<file path="src/include/apc_pkg.sv">
// applicator i/o port control: shared constants, types and state layouts
// assumes a single 125 MHz system clock; all times derive from it
package apc_pkg;

    // clock and time base
    localparam int CLK_PERIOD_NS  = 8;
    localparam int TICK_PERIOD_NS = 1_000_000;
    localparam int TICK_CYCLES    = TICK_PERIOD_NS / CLK_PERIOD_NS;
    localparam int TICKS_PER_S    = 1_000_000_000 / TICK_PERIOD_NS;

    // supervision times
    localparam int UP_TIMEOUT_S       = 5;
    localparam int DOWN_TIMEOUT_S     = 3;
    localparam int UP_TIMEOUT_TICKS   = UP_TIMEOUT_S * TICKS_PER_S;
    localparam int DOWN_TIMEOUT_TICKS = DOWN_TIMEOUT_S * TICKS_PER_S;

    // strobe half period and input filter lengths, in ticks
    localparam int STROBE_HALF_MS = 250;
    localparam int CMD_DEBOUNCE_MS = 10;
    localparam int SENSOR_DEBOUNCE_MS = 1;

    // counter widths
    localparam int TMR_W  = 13;
    localparam int DIV_W  = 17;
    localparam int SCNT_W = 8;
    localparam int DEB_W  = 4;

    // values after reset
    localparam logic RELAY_RESET = 1'b0;
    localparam logic MECH_RESET  = 1'b0;
    localparam logic FAULT_RESET = 1'b0;

    typedef enum logic [4:0] {
        ST_IDLE   = 5'h01,
        ST_PRINT  = 5'h02,
        ST_FEED   = 5'h04,
        ST_APPLY  = 5'h08,
        ST_RETURN = 5'h10
    } apc_state_e;

    // port pins, raw and asynchronous
    typedef struct packed {
        logic start_p;
        logic start_n;
        logic stop_p;
        logic stop_n;
        logic pad_up;
        logic pad_down;
        logic reset_btn;
    } apc_pins_s;

    // printer side handshake, same clock
    typedef struct packed {
        logic job_pending;
        logic print_done;
        logic feed_done;
    } apc_ptr_s;

    // mechanism commands
    typedef struct packed {
        logic print;
        logic feed;
        logic apply;
    } apc_mech_s;

    // relay outputs
    typedef struct packed {
        logic up;
        logic down;
        logic fault_relay_out;
    } apc_relay_s;

    typedef struct packed {
        logic              s1;
        logic              s2;
        logic              s3;
        logic              level;
        logic              rise;
        logic [DEB_W-1:0]  cnt;
    } apc_sync_s;

    typedef struct packed {
        logic [DIV_W-1:0]  div;
        logic              tick;
        logic [SCNT_W-1:0] scnt;
        logic              strobe;
    } apc_tick_s;

    typedef struct packed {
        apc_state_e       state;
        logic [TMR_W-1:0] tmr;
        logic             up_err;
        logic             dn_err;
        apc_mech_s        mech;
        apc_relay_s       relay;
    } apc_ctrl_s;

endpackage : apc_pkg

</file>
<file path="src/apc_sync.sv">
// pin input conditioner: three-stage synchroniser, tick-based debounce,
// rising-edge request pulse; expects a one-cycle tick from the divider
`timescale 1ns/1ps
`default_nettype none
module apc_sync #(
    parameter logic [apc_pkg::DEB_W-1:0] DEB_TICKS = 4'h1
) (
    // clock and reset
    input  wire logic clk_sys_i,
    input  wire logic reset_i,
    // time base
    input  wire logic tick_i,
    // raw pin level
    input  wire logic raw_i,
    // conditioned outputs
    output logic      level_o,
    output logic      rise_o
);
    import apc_pkg::*;

    apc_sync_s st_reg;
    apc_sync_s st_next;

    always_comb begin
        st_next      = st_reg;
        st_next.s1   = raw_i;
        st_next.s2   = st_reg.s1;
        st_next.s3   = st_reg.s2;
        st_next.rise = 1'b0;
        // stages two and three must agree before a change is timed
        if (st_reg.s2 == st_reg.s3 && st_reg.s3 != st_reg.level) begin
            if (tick_i) begin
                if (st_reg.cnt + 4'h1 >= DEB_TICKS) begin
                    st_next.level = st_reg.s3;
                    st_next.rise  = st_reg.s3;
                    st_next.cnt   = '0;
                end else begin
                    st_next.cnt = st_reg.cnt + 4'h1;
                end
            end
        end else begin
            st_next.cnt = '0;
        end
    end

    always_ff @(posedge clk_sys_i or posedge reset_i) begin
        if (reset_i) begin
            st_reg <= '0;
        end else begin
            st_reg <= st_next;
        end
    end

    assign level_o = st_reg.level;
    assign rise_o  = st_reg.rise;
endmodule : apc_sync
`default_nettype wire

</file>
<file path="src/apc_tick.sv">
// time base: one-cycle millisecond tick and a slow strobe square wave
// assumes the top passes the cycle count of one tick
`timescale 1ns/1ps
`default_nettype none
module apc_tick #(
    parameter int TICK_CYC = apc_pkg::TICK_CYCLES
) (
    // clock and reset
    input  wire logic clk_sys_i,
    input  wire logic reset_i,
    // outputs
    output logic      tick_o,
    output logic      strobe_o
);
    import apc_pkg::*;

    localparam logic [DIV_W-1:0]  DIV_LAST  = DIV_W'(TICK_CYC - 1);
    localparam logic [SCNT_W-1:0] SCNT_LAST = SCNT_W'(STROBE_HALF_MS - 1);

    apc_tick_s st_reg;
    apc_tick_s st_next;

    always_comb begin
        st_next      = st_reg;
        st_next.tick = 1'b0;
        if (st_reg.div == DIV_LAST) begin
            st_next.div  = '0;
            st_next.tick = 1'b1;
        end else begin
            st_next.div = st_reg.div + 17'h0_0001;
        end
        if (st_reg.tick) begin
            if (st_reg.scnt == SCNT_LAST) begin
                st_next.scnt   = '0;
                st_next.strobe = ~st_reg.strobe;
            end else begin
                st_next.scnt = st_reg.scnt + 8'h01;
            end
        end
    end

    always_ff @(posedge clk_sys_i or posedge reset_i) begin
        if (reset_i) begin
            st_reg <= '0;
        end else begin
            st_reg <= st_next;
        end
    end

    assign tick_o   = st_reg.tick;
    assign strobe_o = st_reg.strobe;

endmodule : apc_tick
`default_nettype wire

</file>
<file path="src/apc_ctrl.sv">
// applicator i/o port control: start/stop handling, print-feed-apply
// sequencer, pad supervision and relay drive
// assumes raw port pins, printer handshakes on clk_sys_i, relays driven
// directly from the relay outputs
//
// Operation
// - start with a pending job and no latched fault runs print, feed and apply in that order
// - start without a pending job is dropped, nothing queued
// - each further start needs the trigger released and reasserted
// - start is valid when plus line high and minus line low
// - stop aborts everything, retracts the pad and returns to idle
// - stop clears latched errors; they may return if cause persists
// - up relay follows the pad's up position after the one-tick sensor filter
// - pad leaving up during label feed raises an up error
// - pad not back up within five seconds after apply raises up error
// - up error energises fault relay and strobes the up relay
// - strobing stops when pad is up; error stays until reset or stop
// - apply not reaching down within three seconds raises down error
// - down relay follows the pad's down position
// - fault relay holds until reset or stop, even once the fault has gone
`timescale 1ns/1ps
`default_nettype none
module apc_ctrl #(
    parameter int TICK_CYC     = apc_pkg::TICK_CYCLES,
    parameter int UP_TMO_TICKS = apc_pkg::UP_TIMEOUT_TICKS,
    parameter int DN_TMO_TICKS = apc_pkg::DOWN_TIMEOUT_TICKS
) (
    // clock and reset
    input  wire logic                clk_sys_i,
    input  wire logic                reset_i,
    // port pins and panel button
    input  wire apc_pkg::apc_pins_s  pins_i,
    // printer handshakes
    input  wire apc_pkg::apc_ptr_s   ptr_i,
    // mechanism commands
    output var apc_pkg::apc_mech_s   mech_o,
    // relays
    output var apc_pkg::apc_relay_s  relay_o
);
    import apc_pkg::*;

    localparam logic [TMR_W-1:0] UP_LAST = TMR_W'(UP_TMO_TICKS - 1);
    localparam logic [TMR_W-1:0] DN_LAST = TMR_W'(DN_TMO_TICKS - 1);
    localparam logic [DEB_W-1:0] CMD_DEB = DEB_W'(CMD_DEBOUNCE_MS);
    localparam logic [DEB_W-1:0] SNS_DEB = DEB_W'(SENSOR_DEBOUNCE_MS);

    logic      tick;
    logic      strobe;
    logic      start_raw;
    logic      stop_raw;
    logic      start_pulse;
    logic      stop_pulse;
    logic      btn_pulse;
    logic      pad_up;
    logic      pad_down;
    logic      set_up;
    logic      set_dn;
    logic      clr;
    logic      err_any;
    apc_ctrl_s st_reg;
    apc_ctrl_s st_next;

    apc_tick #(
        .TICK_CYC (TICK_CYC)
    ) u_tick (
        .clk_sys_i (clk_sys_i),
        .reset_i   (reset_i),
        .tick_o    (tick),
        .strobe_o  (strobe)
    );

    // differential pair: either line may carry the trigger
    assign start_raw = pins_i.start_p & ~pins_i.start_n;
    assign stop_raw  = pins_i.stop_p & ~pins_i.stop_n;

    apc_sync #(.DEB_TICKS (CMD_DEB)) u_start (
        .clk_sys_i (clk_sys_i),
        .reset_i   (reset_i),
        .tick_i    (tick),
        .raw_i     (start_raw),
        .level_o   (),
        .rise_o    (start_pulse)
    );

    apc_sync #(.DEB_TICKS (CMD_DEB)) u_stop (
        .clk_sys_i (clk_sys_i),
        .reset_i   (reset_i),
        .tick_i    (tick),
        .raw_i     (stop_raw),
        .level_o   (),
        .rise_o    (stop_pulse)
    );

    apc_sync #(.DEB_TICKS (CMD_DEB)) u_btn (
        .clk_sys_i (clk_sys_i),
        .reset_i   (reset_i),
        .tick_i    (tick),
        .raw_i     (pins_i.reset_btn),
        .level_o   (),
        .rise_o    (btn_pulse)
    );

    // sensors get a short filter only so relays track the pad closely
    apc_sync #(.DEB_TICKS (SNS_DEB)) u_up (
        .clk_sys_i (clk_sys_i),
        .reset_i   (reset_i),
        .tick_i    (tick),
        .raw_i     (pins_i.pad_up),
        .level_o   (pad_up),
        .rise_o    ()
    );

    apc_sync #(.DEB_TICKS (SNS_DEB)) u_down (
        .clk_sys_i (clk_sys_i),
        .reset_i   (reset_i),
        .tick_i    (tick),
        .raw_i     (pins_i.pad_down),
        .level_o   (pad_down),
        .rise_o    ()
    );

    assign err_any = st_reg.up_err | st_reg.dn_err;
    assign clr     = stop_pulse | btn_pulse;

    // error detection, independent of the stop path so a set is never lost
    always_comb begin
        set_up = 1'b0;
        set_dn = 1'b0;
        if (st_reg.state == ST_FEED && !pad_up) begin
            set_up = 1'b1;
        end
        if (st_reg.state == ST_RETURN && !pad_up && tick
            && st_reg.tmr == UP_LAST) begin
            set_up = 1'b1;
        end
        if (st_reg.state == ST_APPLY && !pad_down && tick
            && st_reg.tmr == DN_LAST) begin
            set_dn = 1'b1;
        end
    end

    always_comb begin
        st_next = st_reg;
        // latched until cleared; a set in the clearing cycle wins
        st_next.up_err = (st_reg.up_err & ~clr) | set_up;
        st_next.dn_err = (st_reg.dn_err & ~clr) | set_dn;
        unique case (st_reg.state)
            ST_IDLE: begin
                // a start with no job or a latched fault is simply dropped
                if (start_pulse && ptr_i.job_pending && !err_any) begin
                    st_next.state      = ST_PRINT;
                    st_next.mech.print = 1'b1;
                end
            end
            ST_PRINT: begin
                if (ptr_i.print_done) begin
                    st_next.state      = ST_FEED;
                    st_next.mech.print = 1'b0;
                    st_next.mech.feed  = 1'b1;
                end
            end
            ST_FEED: begin
                if (set_up) begin
                    st_next.state     = ST_RETURN;
                    st_next.mech.feed = 1'b0;
                    st_next.tmr       = '0;
                end else if (ptr_i.feed_done) begin
                    st_next.state      = ST_APPLY;
                    st_next.mech.feed  = 1'b0;
                    st_next.mech.apply = 1'b1;
                    st_next.tmr        = '0;
                end
            end
            ST_APPLY: begin
                if (pad_down || set_dn) begin
                    st_next.state      = ST_RETURN;
                    st_next.mech.apply = 1'b0;
                    st_next.tmr        = '0;
                end else if (tick) begin
                    st_next.tmr = st_reg.tmr + 13'h0001;
                end
            end
            ST_RETURN: begin
                if (pad_up || set_up) begin
                    st_next.state = ST_IDLE;
                end else if (tick) begin
                    st_next.tmr = st_reg.tmr + 13'h0001;
                end
            end
            default: begin
                st_next.state = ST_IDLE;
                st_next.mech  = '0;
            end
        endcase
        // stop overrides every state; return supervision re-raises
        // an up error if the pad still cannot get home
        if (stop_pulse) begin
            st_next.state = ST_RETURN;
            st_next.mech  = '0;
            st_next.tmr   = '0;
        end
        // relays: strobe the up relay while a fault is latched and the pad
        // is away from home
        if ((st_next.up_err | st_next.dn_err) && !pad_up) begin
            st_next.relay.up = strobe;
        end else begin
            st_next.relay.up = pad_up;
        end
        st_next.relay.down            = pad_down;
        st_next.relay.fault_relay_out = st_next.up_err | st_next.dn_err;
    end

    always_ff @(posedge clk_sys_i or posedge reset_i) begin
        if (reset_i) begin
            st_reg.state                 <= ST_IDLE;
            st_reg.tmr                   <= '0;
            st_reg.up_err                <= FAULT_RESET;
            st_reg.dn_err                <= FAULT_RESET;
            st_reg.mech                  <= {3{MECH_RESET}};
            st_reg.relay                 <= {3{RELAY_RESET}};
        end else begin
            st_reg <= st_next;
        end
    end

    assign mech_o  = st_reg.mech;
    assign relay_o = st_reg.relay;
endmodule : apc_ctrl
`default_nettype wire

</file>
<file path="config.mk">
export PLATFORM = sky130hd
export DESIGN_NAME = apc_ctrl
export DESIGN_NICKNAME = d
export VERILOG_FILES = /design/src/include/apc_pkg.sv /design/src/apc_sync.sv /design/src/apc_tick.sv /design/src/apc_ctrl.sv
export SDC_FILE = /design/constraint.sdc
export NUM_CORES = 1
export LEC_CHECK = 0
export BUFFER_PORTS_ARGS = -buffer_cell sky130_fd_sc_hd__buf_4
export CORE_ASPECT_RATIO = 1.5
export CORE_MARGIN = 1
export CORE_UTILIZATION = 53
export DETAILED_ROUTE_END_ITERATION = 10
export PLACE_DENSITY = 0.7
export SLEW_MARGIN = 5
export SYNTH_ARGS = -nofsm -noshare
export SYNTH_HDL_FRONTEND = slang
export SYNTH_SLANG_ARGS = --single-unit
</file>
<file path="constraint.sdc">
create_clock -name clk_sys_i -period 3.59 [get_ports clk_sys_i]
set_input_delay 0.718 -clock clk_sys_i [delete_from_list [all_inputs] [get_ports clk_sys_i]]
set_output_delay 0.718 -clock clk_sys_i [all_outputs]
set_load 0.02 [all_outputs]
</file>
==> After elaboration in Yosys (flattened, before gate mapping) <==
Cells that the tools add are included.
{ "word_totals": {"rom_bits": 0, "input_bits": 12, "latchBits": 0, "reg_bits": 96, "out_inout_bits": 6, "ram_bits": 0, "wordCells": 188, "mem_count": 0} }
{ "op_classes": {"n_lt_le_gt_ge": 5, "muxes": 50, "n_mul": 0, "eq_ne": 35, "n_bitwise": 13, "n_addsub": 8, "n_div": 0, "n_reduce_logical": 35, "shift": 0} }
{ "op_table": {"columns": ["operator", "count"], "rows": [
  ["two-way mux 18 bit", 3],
  ["two-way mux 4 bit", 12],
  ["two-way mux 13 bit", 3],
  ["case mux 13 bit (3 select lines)", 1],
  ["two-way mux 5 bit", 7],
  ["case mux 5 bit (5 select lines)", 1],
  ["AND reduction 3 bit", 8],
  ["adder 4 x 1 -> 4 bit (second input constant)", 5],
  ["adder 17 x 1 -> 17 bit (second input constant)", 1],
  ["equality test 17 bit (second input constant)", 1],
  ["two-way mux 17 bit", 1],
  ["logical AND 1 bit", 15],
  ["two-way mux 1 bit", 15],
  ["!= test 3 x 2 -> 1 bit (second input constant)", 5],
  ["adder 13 x 1 -> 13 bit (second input constant)", 1],
  ["equality test 13 x 12 -> 1 bit (second input constant)", 1],
  ["equality test 13 bit (second input constant)", 1],
  [">= comparator 4 bit (second input constant)", 3],
  ["!= test 2 bit (second input constant)", 5],
  ["case mux 1 bit (3 select lines)", 3],
  ["OR reduction 3 bit", 3],
  ["adder 8 x 1 -> 8 bit (second input constant)", 1],
  ["equality test 8 bit (second input constant)", 1],
  [">= comparator 4 x 1 -> 1 bit (second input constant)", 2],
  ["other kinds (22)", 47]
]} }

==> Logic depth before layout (Yosys ltp) <==
Gate-level depths: netlist of run 1.
{ "depth": {"word_depth": 9, "depth_mapped": 7, "depth_no_buf": 7} }

==> By module <==
A second synthesis of run 1 with hierarchy kept.
{ "unflattened": {"hier_cells": 523, "area_unflattened_um2": 5193.7} }
{ "modules_own_cells": {"columns": ["mod", "area_per_inst_um2", "n_inst", "seq_area_each_um2", "cells_each"], "rows": [
  ["apc_ctrl", 1775.5, 1, 651.9, 202],
  ["apc_sync (u_btn ...)", 441.7, 3, 225.2, 42],
  ["apc_tick", 1275.0, 1, 675.6, 123],
  ["apc_sync (u_down ...)", 409.1, 2, 225.2, 36]
]} }

==> Worst setup path after synthesis of run 1 <==
Ideal clock, no wire load.
{ "synth_path": {"path_kind": "register to register", "startpoint": "reg st_reg[12] (netlist name)", "endpoint": "reg st_reg[20] (netlist name)", "arrival_time_ns": 2.141, "path_stages_with_launch": 8, "required_time_ns": 3.470, "slack_ns": 1.330, "setup_ns": 0.120, "synth_period_minus_slack_ns": 2.260, "path_buffers": 2, "path_cell_list": "dfrtp_1 -> buf_6 -> or4b_1 -> or4_4 -> a221oi_4 -> nor2_2 -> buf_6 -> a31o_1"} }
{ "synth_via": {"elab_chain_len": 7, "elab_cells_between_ends": 18, "classes_between": "1 x add/sub; 4 x eq/ne; 8 x mux; 5 x reduce/logical"} }
{ "synth_rtl": {"columns": ["item", "line", "source"], "rows": [
  ["start, declared", "apc_ctrl.sv:60", "apc_ctrl_s st_reg;"],
  ["start signal, assigned", "apc_ctrl.sv:222", "st_reg <= st_next;"],
  ["parallel branches: the longest is 7 deep, another holds adder 13 x 1 -> 13 bit", null, null]
]} }
Parallel ways; which one is timed is not known. The select of a mux whose other input is x is not followed.
A chain may end at the register's enable or synchronous reset.

==> Final worst setup path of run 1 <==
{ "layout_path": {"startpoint": "reg st_reg[12] (netlist name)", "endpoint": "reg st_reg[12] (netlist name)"} }
Same word-level chain as after synthesis.

==> results of run 1 <==
-- critical path, stage by stage (launching register included) --
cell and delay (ps):
dfrtp_1 460, or4b_1 560, or4_4 460, a221oi_4 330, nor2_2 190, a221o_1 330
-- report_power, final --
part / total, uW / switching [uW] / internal (uW)
clock: 981 / 401 / 580
combinational: 41.6 / 28.4 / 13.3
sequential: 1100 / 6.90 / 1090
-- cells by family after synthesis --
| logic type | after synthesis | share of synthesized area (%) |
|---|---|---|
| and+or+nand+nor | 212 | 23.2 |
| AOI/OAI and AO/OA | 97 | 13.4 |
| xor gates and xnor gates | 30 | 5.41 |
| buffers and inverters | 40 | 3.86 |
| DFF | 96 | 49.5 |
| adders and majority gates | 14 | 3.61 |
| muxes | 5 | 1.03 |
-- final cells by class --
type                       count  area, sq um  area share (%)
timing repair buffer          19          155            2.91
tap                          110          138            2.58
inverter                      17         66.3            1.24
clock buffer                  12          256            4.81
sequential                    96         2400            45.0
clock inverter                 4         51.3           0.961
multi-input combinational    358         2270            42.5
-- metrics by stage --
stage	util, %	power, uW	hold slack (ps)	setup WS (ps)
2_1_floorplan	-	1140	331	368
3_3_place_gp	56.6	1160	335	1180
3_5_place_dp	56.6	1160	335	1150
4_1_cts	60.1	2140	345	1130
5_1_grt	60.1	2200	363	927
6_report	60.1	2120	339	1150
-- metal layers --
metal / vias to the layer above / wire length, um / global-route usage [%]
li1: 1773 / - / -
met1: 1766 / 4050 / 25.5
met2: 56 / 4680 / 35.4
met3: 6 / 216 / 2.99
met4: 0 / 105 / 7.81
met5: - / 0 / 0
-- final timing paths --
check                             startpoint                 to  slack [ps]  cells past startpoint
setup / recovery                  st_reg[12]         st_reg[12]        1150                      5
hold / removal             u_down.st_next[7]  u_down.st_next[6]         340                      0
setup reg to reg                  st_reg[12]         st_reg[12]        1150                      5
hold reg to reg            u_down.st_next[7]  u_down.st_next[6]         340                      0
max in group asynchronous            reset_i   u_down.st_reg[3]        2410                      3
min in group asynchronous            reset_i   u_tick.st_reg[4]         510                      2
-- Yosys cell counts, types with 6 or more instances --
cell	instances
xnor2_1	17
nand4_1	10
o21ai_0	16
xor2_1	13
nor2_1	52
nor2b_1	12
o21ai_1	14
ha_1	14
inv_1	16
nand2_1	41
a22o_1	9
nand3_1	27
clkbuf_1	14
buf_4	6
dfrtp_1	95
nand2b_1	7
a21oi_1	24
nor3_1	15
==> summary.md, run 1 <==
| Metric | Value |
|---|---|
| Status | complete, no violations |
| Syn Nets | 520 |
| Post-route ant nets | 0 |
| CP Capture Type | flop |
| Clk buf depth | 2 |
| DRC violations left | 0 |
| Inst Count DP | 600 |
| FF+latch count, synth | 96 |
| Die Y | 119 um |
| HPWL Detailed | 6190 um |
| DR iter-0 viols | 254 |
| Async set-reset flop share out of synthesis | 100% |
| Commonest non-fill, non-tap cells in the layout | 95 x dfrtp_1, 52 x nor2_1, 41 x nand2_1, 27 x nand3_1, 24 x a21oi_1 |
| Vias in the first global route | 3,345 |
| Hold Crit Class | flop to flop |
| Pre-antenna DRT Iters | 4 |
| DR WL/cell | 14.7 um |
| Synth top area share | 48.9% |
| GPL Wtd Cong | 0.826 |
| Endpoints failing setup | 0 |
| Initial Utilization | 54.7% |
| Ranking of synthesized cells by area | dfrtp_1 49%, nor2_1 4.0%, ha_1 3.6% |
| Drt total wl | 9050 um |
| Resize count post-CTS | 0 |
| Largest fanout on the critical path | 12 |
| First-pass GRT wire length | 15,200 um |
| Clk_skew | 7.58 ps |
| Max rail drop VDD | 0.328 mV |
| Final net count | 527 |
| Fill count | 729 |
| CTS HTree Levels | 3 |
| CTS buffer count | 9 |
| Max reg flops | 25 |
| Layout cells sized above 1 | 8.89% |
| Worst rel slew slack | 18.8% |
| RSZ-0062 raised after global routing | no |
| Crit path arrival time | 2670 ps |
| Hold Fails Final Rpt | 0 |
| ANT cells | 0 |
| Sinks on the clock net | 96 |
| Synth Flop Type | dfrtp_1 |
| Synth Instances | 494 |
| Drt via density | 5.85 |
| GRT Total Usage | 20.5% |
| Tcrit/Tclk final | 68.0% |
| TritonCTS clock tree | done |
| PD cells | 397 nW/um^2 |
| Critical path class | flop to flop |
| Pleak | 0.00240 uW |
| Largest net degree at the start of global routing | 60 |
| Startpoint types | flop |
| Core ar. | 8880 sq um |
| Maximum clock frequency | 0.410 GHz |
| I/O Pins | 18 |
| Row Count | 42 |
| Area leader, netlist | dfrtp_1 |
| Die footprint | 9560 sq um |
| # port buffers | 17 |
| Placed Area | 5030 sq um |
| Slew Viols, Final | 0 |
| CP required | 3810 ps |
| Min cycle time layout | 2440 ps |
| Sequential share of the synthesized area | 49.5% |
| Clock Latency Late Sink | 340 ps |
| Initial antenna violation count | 0 |
| EDFF count, synth | 0 |
| Die W | 80.2 um |
| Yosys warning count | 0 |
| Setup Fix Bufs, Post-CTS | 0 |
| Syn avg cell area | 9.83 sq um |
| Max-cap violations | 0 |
| Vias | 3,601 |
| Area delta synth->final | 9.87% |
| Worst-Margin Slew | 1210 ps |
| Setup TNS | 0 ps |
| Netlist cell types | 61 |
| Non-filler cells, final | 616 |
| GRT overflow | 0 |
| Clock transition at path regs | 70 ps |
| Post-route cell area | 5340 sq um |
| Root buffer cell | clkbuf_16 |
| Post-CTS Hold Fix Bufs | 0 |
| Leading cell type in the layout, fill and taps excluded | dfrtp_1 |
| Post-synth design cell area | 4860 sq um |
No activity file was read; power rests on OpenSTA's default activity.
==> inputs of run 2 (changes only) <==
--- a/config.mk
+++ b/config.mk
@@ -5,12 +5,13 @@
 export SDC_FILE = /design/constraint.sdc
 export NUM_CORES = 1
 export LEC_CHECK = 0
+export ABC_AREA = 1
 export BUFFER_PORTS_ARGS = -buffer_cell sky130_fd_sc_hd__buf_4
 export CORE_ASPECT_RATIO = 1.5
 export CORE_MARGIN = 1
 export CORE_UTILIZATION = 53
 export DETAILED_ROUTE_END_ITERATION = 10
-export PLACE_DENSITY = 0.7
+export PLACE_DENSITY = 0.73
 export SLEW_MARGIN = 5
 export SYNTH_ARGS = -nofsm -noshare
 export SYNTH_HDL_FRONTEND = slang
==> constraint.sdc (replaced) <==
create_clock -name clk_sys_i -period 2.2 [get_ports clk_sys_i]
set_input_delay 0.44 -clock clk_sys_i [delete_from_list [all_inputs] [get_ports clk_sys_i]]
set_output_delay 0.44 -clock clk_sys_i [all_outputs]
set_load 0.02 [all_outputs]
==> run 2 against run 1 <==
  * Routed wire length increased by 11%
  * Global-route usage is 2.5 points higher
  * Clock power increased by 49%
  * Critical path depth grew 4
  * Clock-buffer cell count down 3
  * Critical endpoint is now st_reg[16]
  * Largest power group unchanged
==> summary.md, run 2 <==
| Metric | Value |
|---|---|
| Drt total wl | 10,000 um (+11%) |
| Yosys warning count | 0 (unchanged) |
| Min cycle time layout | 1880 ps (-560 ps) |
| Pleak | 0.00263 uW (+9.9%) |
| Hold Crit Class | primary input to flop |
| Largest net degree at the start of global routing | 97 (+62%) |
| Inst Count DP | 734 (+22%) |
| Sequential share of the synthesized area | 47.7% (-1.7 points) |
| Final net count | 659 (+25%) |
| Area delta synth->final | 10.6% |
| Critical R2R Launch | st_reg[24] |
| # port buffers | 17 (unchanged) |
| Startpoint types | flop |
| Maximum clock frequency | 0.531 GHz (+30%) |
| Clock transition at path regs | 70 ps (about the same) |
| Resize count post-CTS | 0 (unchanged) |
| Clock Latency Late Sink | 340 ps (about the same) |
| Worst rel slew slack | 58.0% (+39 points) |
| Sinks on the clock net | 96 (unchanged) |
| Die W | 81.6 um (+1.8%) |
| M1 GR Usage | 24.8% (-0.69 points) |
| CP required | 2490 ps (-1320 ps) |
| Multi-input gate area | 2210 sq um (-2.3%) |
| CP Capture Type | flop |
| Post-synth design cell area | 5030 sq um (+3.7%) |
| I/O Pins | 18 (unchanged) |
| Post-CTS Hold Fix Bufs | 0 (unchanged) |
| Hold_sp | pins_i[1] |
| Max rail drop VDD | 0.486 mV (+48%) |
| HPWL Detailed | 7400 um (+20%) |
| Synth Instances | 610 (+23%) |
| DR iter-0 viols | 251 (-1.2%) |
| Reg-to-Reg End | st_reg[16] |
| Max reg flops | 25 (unchanged) |
| Top-count cell post-synth | nand2_1 |
| Hold path cells | 1 (+1) |
| Area leader, netlist | dfrtp_1 |
| First-pass GRT wire length | 17,400 um (+14%) |
| ANT cells | 0 (unchanged) |
| Pre-antenna DRT Iters | 5 (+1) |
| Most frequent cells after synthesis | 108 x nand2_1, 95 x dfrtp_1, 86 x inv_1, 79 x nor2_1, 44 x nand3_1 |
| Final core occ | 60.2% (+0.067 points) |
| Setup TNS | 0 ps (unchanged) |
| GPL Wtd Cong | 0.947 (+15%) |
| Commonest non-fill, non-tap cells in the layout | 108 x nand2_1, 95 x dfrtp_1, 85 x inv_1, 79 x nor2_1, 44 x nand3_1 |
| Row Count | 43 (+2.4%) |
| Vias | 4,089 (+14%) |
| Initial antenna violation count | 0 (unchanged) |
| Worst hold margin | 203 ps (-136 ps) |
| DRC violations left | 0 (unchanged) |
| Synth top area share | 47.2% (-1.7 points) |
| CTS buffer count | 9 (unchanged) |
| Clk_skew | 7.15 ps (-0.430 ps) |
| Root buffer cell | clkbuf_16 |
| Die footprint | 9900 sq um (+3.6%) |
| Met2 Usage GRT | 41.7% (+6.3 points) |
| Syn Nets | 636 (+22%) |
| Synth Flop Type | dfrtp_1 |
| Endpoints failing setup | 0 (unchanged) |
| GR peak layer | met2 |
| Critical path class | flop to flop |
| Sequential cell area | 2400 sq um (unchanged) |
| Ranking of synthesized cells by area | dfrtp_1 47%, nand2_1 8.1%, inv_1 6.4% |
| Worst-Margin Slew | 625 ps (-582 ps) |
| Status | complete, no violations |
| FF+latch count, synth | 96 (unchanged) |
| PD cells | 597 nW/um^2 (+50%) |
| Grt met3 use | 4.21% (+1.2 points) |
| Max-cap violations | 0 (unchanged) |
| EDFF count, synth | 0 (unchanged) |
| Non-filler cells, final | 750 (+22%) |
| Tcrit/Tclk final | 85.5% (+18 points) |
| Initial Utilization | 54.4% (-0.28 points) |
| Crit path arrival time | 2170 ps (-500 ps) |
| Layout cells sized above 1 | 11.0% (+2.1 points) |
| Hold Fails Final Rpt | 0 (unchanged) |
| CTS HTree Levels | 3 (unchanged) |
| Reg2Reg Depth | 9 (+4) |
| Async set-reset flop share out of synthesis | 100% (unchanged) |
| Hold Crit Endpoint | u_down.st_next[7] |
| Vias in the first global route | 4,071 (+22%) |
| Post-route ant nets | 0 (unchanged) |
| Die Y | 121 um (+1.8%) |
| Netlist cell types | 44 (-28%) |
| Setup Fix Bufs, Post-CTS | 0 (unchanged) |
| Leading cell type in the layout, fill and taps excluded | nand2_1 |
| GRT overflow | 0 (unchanged) |
| Fill count | 792 (+8.6%) |
| TritonCTS clock tree | done |
| RSZ-0062 raised after global routing | no |
| Slew Viols, Final | 0 (unchanged) |
| Largest fanout on the critical path | 16 (+4) |
| Core ar. | 9250 sq um (+4.2%) |
| Drt via density | 5.45 (-6.7%) |
| Syn avg cell area | 8.25 sq um (-16%) |
| GRT Total Usage | 22.9% (+2.5 points) |
| Clk buf depth | 2 (unchanged) |
| DR WL/cell | 13.4 um (-8.8%) |
| Flop2flop setup slack | 320 ps (-830 ps) |
==> run 2: cell count changes in the layout (fill, tap and decap cells not counted), sizes merged, moves of 5 or more <==
| cell | change |
|---|---|
| mux2i | -5 |
| xnor2 | -17 |
| nand3 | +22 |
| nand2 | +70 |
| nor2 | +32 |
| a22o | -9 |
| nand2b | -7 |
| nor2b | -12 |
| nand4 | +9 |
| xor2 | +7 |
| o21ai | +11 |
| inv | +72 |
==> run 2: cell type report <==
type	count	area share (%)
multi-input cells	413	39.8
repair buffers	23	3.33
well taps	112	2.52
clock inverters	7	1.01
inverters	90	6.14
flip-flops and latches	96	43.2
clock buffers	9	4.05
==> run 2: how the worst max path moves through the flow <==
| stage | start | to | slack (ps) |
|---|---|---|---|
| floorplan | reset_i | mech_o[0] | 630 |
| global placement | st_reg[8] | st_reg[16] | 430 |
| detailed placement | st_reg[24] | st_reg[16] | 340 |
| CTS | st_reg[24] | st_reg[8] | 310 |
| global route | st_reg[8] | st_reg[8] | 110 |
| finish | st_reg[24] | st_reg[16] | 320 |
==> run 2: per-stage QoR <==
stage               worst slack [ps]  total power [uW]  cell area (sq um)
floorplan                        627              1860               5040
global route                     112              3450               5570
finish                           318              3320               5570
detailed placement               339              1900               5290
CTS                              314              3370               5570
global placement                 426              1900               5290
==> run 2: cell families (layout without fill, tap and decap cells) <==
group,after synthesis,count (layout),synth area share (%)
simple gates,301,301,28.2
buf+inv,101,129,8.28
mux,1,1,0.224
xor+xnor,20,20,3.48
compound gates,77,77,8.57
fa+ha+maj,14,14,3.48
flops,96,96,47.7
==> run 2: critical path: stages, from the launching register on <==
cell and delay, ps:
dfrtp_1 420, nor2_1 170, nand2_2 100, nor2_4 210, nand3_2 150, nand4_2 200
nand3_4 230, inv_2 190, nand3_1 90, nand2_1 70
==> run 2: per-layer routing <==
layer	routed length, um	part of all wire [%]
met5	0	0
met4	255	2.5
met3	297	3.0
met2	5440	54
met1	4050	40
==> run 2: where the power goes <==
| group | internal [uW] | leakage, uW | total [uW] | switching [uW] |
|---|---|---|---|---|
| Clock | 777 | 0.000136 | 1460 | 683 |
| Sequential | 1780 | 0.00127 | 1790 | 6.94 |
| Combinational | 23.3 | 0.00123 | 77.4 | 54.1 |
==> inputs of run 3 (changes only) <==
--- a/config.mk
+++ b/config.mk
@@ -11,7 +11,7 @@
 export CORE_MARGIN = 1
 export CORE_UTILIZATION = 53
 export DETAILED_ROUTE_END_ITERATION = 10
-export PLACE_DENSITY = 0.73
+export PLACE_DENSITY = 0.71
 export SLEW_MARGIN = 5
 export SYNTH_ARGS = -nofsm -noshare
 export SYNTH_HDL_FRONTEND = slang
==> constraint.sdc (replaced) <==
create_clock -name clk_sys_i -period 2.2 [get_ports clk_sys_i]
set_input_delay 0.44 -clock clk_sys_i [delete_from_list [all_inputs] [get_ports clk_sys_i]]
set_output_delay 0.44 -clock clk_sys_i [all_outputs]
set_load 0.1 [all_outputs]
==> run 3 against run 2 <==
  * Power is 8.8% higher
  * Clock power is 20% higher
  * Largest power group unchanged
  * Clock-buffer cell count is 3 higher
  * First-iteration DRC count is 15% lower
  * Cell count is 0.40% lower
  * Clock skew is 0.54 ps higher
  * Largest cell class unchanged
==> summary.md, run 3 (synthesis results as in run 2) <==
| Metric | Value |
|---|---|
| # port buffers | 17 (unchanged) |
| Clock Latency Late Sink | 340 ps (about the same) |
| Drt via density | 5.37 (-1.5%) |
| WP depth | 10 (+1) |
| Clock transition at path regs | 60 ps (about the same) |
| CP most frequent cell | nand2_1 |
| Setup TNS | 0 ps (unchanged) |
| Maximum clock frequency | 0.520 GHz (-2.2%) |
| TritonCTS clock tree | done |
| Root buffer cell | clkbuf_16 |
| Final net count | 657 (-0.30%) |
| RSZ-0062 raised after global routing | no |
| Worst-Margin Slew | 557 ps (-68.7 ps) |
| CP peak stage delay | 620 ps (+200 ps) |
| CP Buf/Inv Count | 2 (+1) |
| ANT cells | 0 (unchanged) |
| Pleak | 0.00265 uW (+0.59%) |
| Cell Chain, Critical Path | nand2_1 -> inv_1 -> nand2_1 -> nor2_1 -> nand3_2 -> nand4_2 -> nand3_4 -> inv_2 -> nand3_1 -> nand2_1 |
| Sinks on the clock net | 96 (unchanged) |
| Post-route ant nets | 0 (unchanged) |
| Delay-heaviest family, CP | simple AND/OR/NAND/NOR gates |
| Layout cells sized above 1 | 10.4% (-0.58 points) |
| PD cells | 644 nW/um^2 (+7.9%) |
| Core ar. | 9250 sq um (unchanged) |
| Setup Fix Bufs, Post-CTS | 0 (unchanged) |
| Largest fanout on the critical path | 16 (unchanged) |
| Die Y | 121 um (unchanged) |
| Row Count | 43 (unchanged) |
| Leading cell type in the layout, fill and taps excluded | nand2_1 |
| GRT overflow | 0 (unchanged) |
| CTS buffer count | 9 (unchanged) |
| CP required | 2480 ps (about the same) |
| GPL Wtd Cong | 0.988 (+4.2%) |
| Vias | 4,013 (-1.9%) |
| Post-CTS Hold Fix Bufs | 0 (unchanged) |
| Tcrit/Tclk final | 87.4% (+1.9 points) |
| Vias in the first global route | 4,055 (-0.39%) |
| Crit path to | st_reg[16] |
| Area delta synth->final | 11.5% |
| Reg-to-Reg End | st_reg[16] |
| Worst hold margin | 209 ps (+5.74 ps) |
| Clk buf depth | 2 (unchanged) |
| Status | complete, no violations |
| DR WL/cell | 13.2 um (-1.4%) |
| Max-cap violations | 0 (unchanged) |
| DRC violations left | 0 (unchanged) |
| Startpoint types | flop |
| Slew Viols, Final | 0 (unchanged) |
| Die footprint | 9900 sq um (unchanged) |
| Crit path arrival time | 2210 ps (+40 ps) |
| First-pass GRT wire length | 17,100 um (-1.5%) |
| Overall power consumption | 3620 uW (+8.8%) |
| GRT Total Usage | 22.6% (-0.31 points) |
| Pre-antenna DRT Iters | 4 (-1) |
| Min cycle time layout | 1920 ps (+41.8 ps) |
| Reg2Reg Depth | 10 (+1) |
| Resize count post-CTS | 0 (unchanged) |
| CTS HTree Levels | 3 (unchanged) |
| CP Capture Type | flop |
| Critical R2R Launch | u_tick.tick_o |
| Die W | 81.6 um (unchanged) |
| Critical path class | flop to flop |
| Worst rel slew slack | 62.6% (+4.6 points) |
| Initial Utilization | 54.4% (unchanged) |
| Crit path max-delay cell type | dfrtp_1 |
| Hold Crit Class | primary input to flop |
| Largest net degree at the start of global routing | 97 (unchanged) |
| Max rail drop VDD | 0.420 mV (-14%) |
| Hold Fails Final Rpt | 0 (unchanged) |
| DR iter-0 viols | 214 (-15%) |
| Commonest non-fill, non-tap cells in the layout | 108 x nand2_1, 95 x dfrtp_1, 85 x inv_1, 79 x nor2_1, 44 x nand3_1 |
| Beginning of the critical path | u_tick.tick_o |
| Max reg flops | 25 (unchanged) |
| I/O Pins | 18 (unchanged) |
| HPWL Detailed | 7200 um (-2.7%) |
| Clk_skew | 7.69 ps (+0.542 ps) |
| Drt total wl | 9870 um (-1.8%) |
| Fill count | 803 (+1.4%) |
| Endpoints failing setup | 0 (unchanged) |
| Initial antenna violation count | 0 (unchanged) |
| Flop2flop setup slack | 280 ps (-40 ps) |
## run 3: cell count changes in the layout (fill, tap and decap cells not counted), sizes merged
cell	delta
bufinv	+3
clkinvlp	-1
inv	-2
clkbuf	+3
clkinv	-4
buf	-2
## run 3: per-stage QoR
| step | std cells | setup WS, ps | utilization (%) | cell area (sq um) |
|---|---|---|---|---|
| final | 747 | 277 | 60.7 | 5610 |
| after global routing | 747 | 47.8 | 60.7 | 5610 |
| after CTS | 747 | 275 | 60.6 | 5610 |
| after detailed placement | 732 | 290 | 56.9 | 5270 |
| after global placement | 732 | 344 | 56.9 | 5270 |
| after floorplan | 610 | 627 | - | 5040 |
## run 3: worst min path at each step
stage                            start                  to  depth (start not counted)
floorplan             u_btn.st_next[7]    u_btn.st_next[6]                          0
global placement    u_start.st_next[7]  u_start.st_next[6]                          0
detailed placement  u_start.st_next[7]  u_start.st_next[6]                          0
CTS                          pins_i[1]   u_down.st_next[7]                          1
global route                 pins_i[1]   u_down.st_next[7]                          1
finish                       pins_i[0]    u_btn.st_next[7]                          1
## run 3: where the power goes
| group | switching, uW | internal, uW | total, uW | leakage, uW |
|---|---|---|---|---|
| clock | 618 | 1140 | 1750 | 0.000163 |
| sequential | 6.62 | 1780 | 1790 | 0.00127 |
| combinational | 53.0 | 23.3 | 76.3 | 0.00122 |
| total | 678 | 2940 | 3620 | 0.00265 |
## run 3: area by class of cell
| class | count | area [sq um] | area share, % |
|---|---|---|---|
| timing repair buffer | 21 | 170 | 3.03 |
| sequential | 96 | 2400 | 42.8 |
| tap | 112 | 140 | 2.50 |
| inverter | 90 | 342 | 6.09 |
| multi-input combinational | 413 | 2220 | 39.6 |
| clock inverter | 3 | 90.1 | 1.60 |
| clock buffer | 12 | 246 | 4.39 |
## run 3: worst register-to-register path, stage by stage (launching register included)
cell	delay (ps)
dfrtp_1	620
nand2_1	110
inv_1	60
nand2_1	40
nor2_1	110
nand3_2	120
nand4_2	200
nand3_4	230
inv_2	190
nand3_1	90
nand2_1	80
## run 3: routing by layer
layer	up-vias	GRT usage, %	wire length (um)
met4	0	13.5	322
met1	1880	25.0	3960
met2	84	40.2	5350
met5	-	0	0
met3	23	2.93	234
li1	2026	-	-
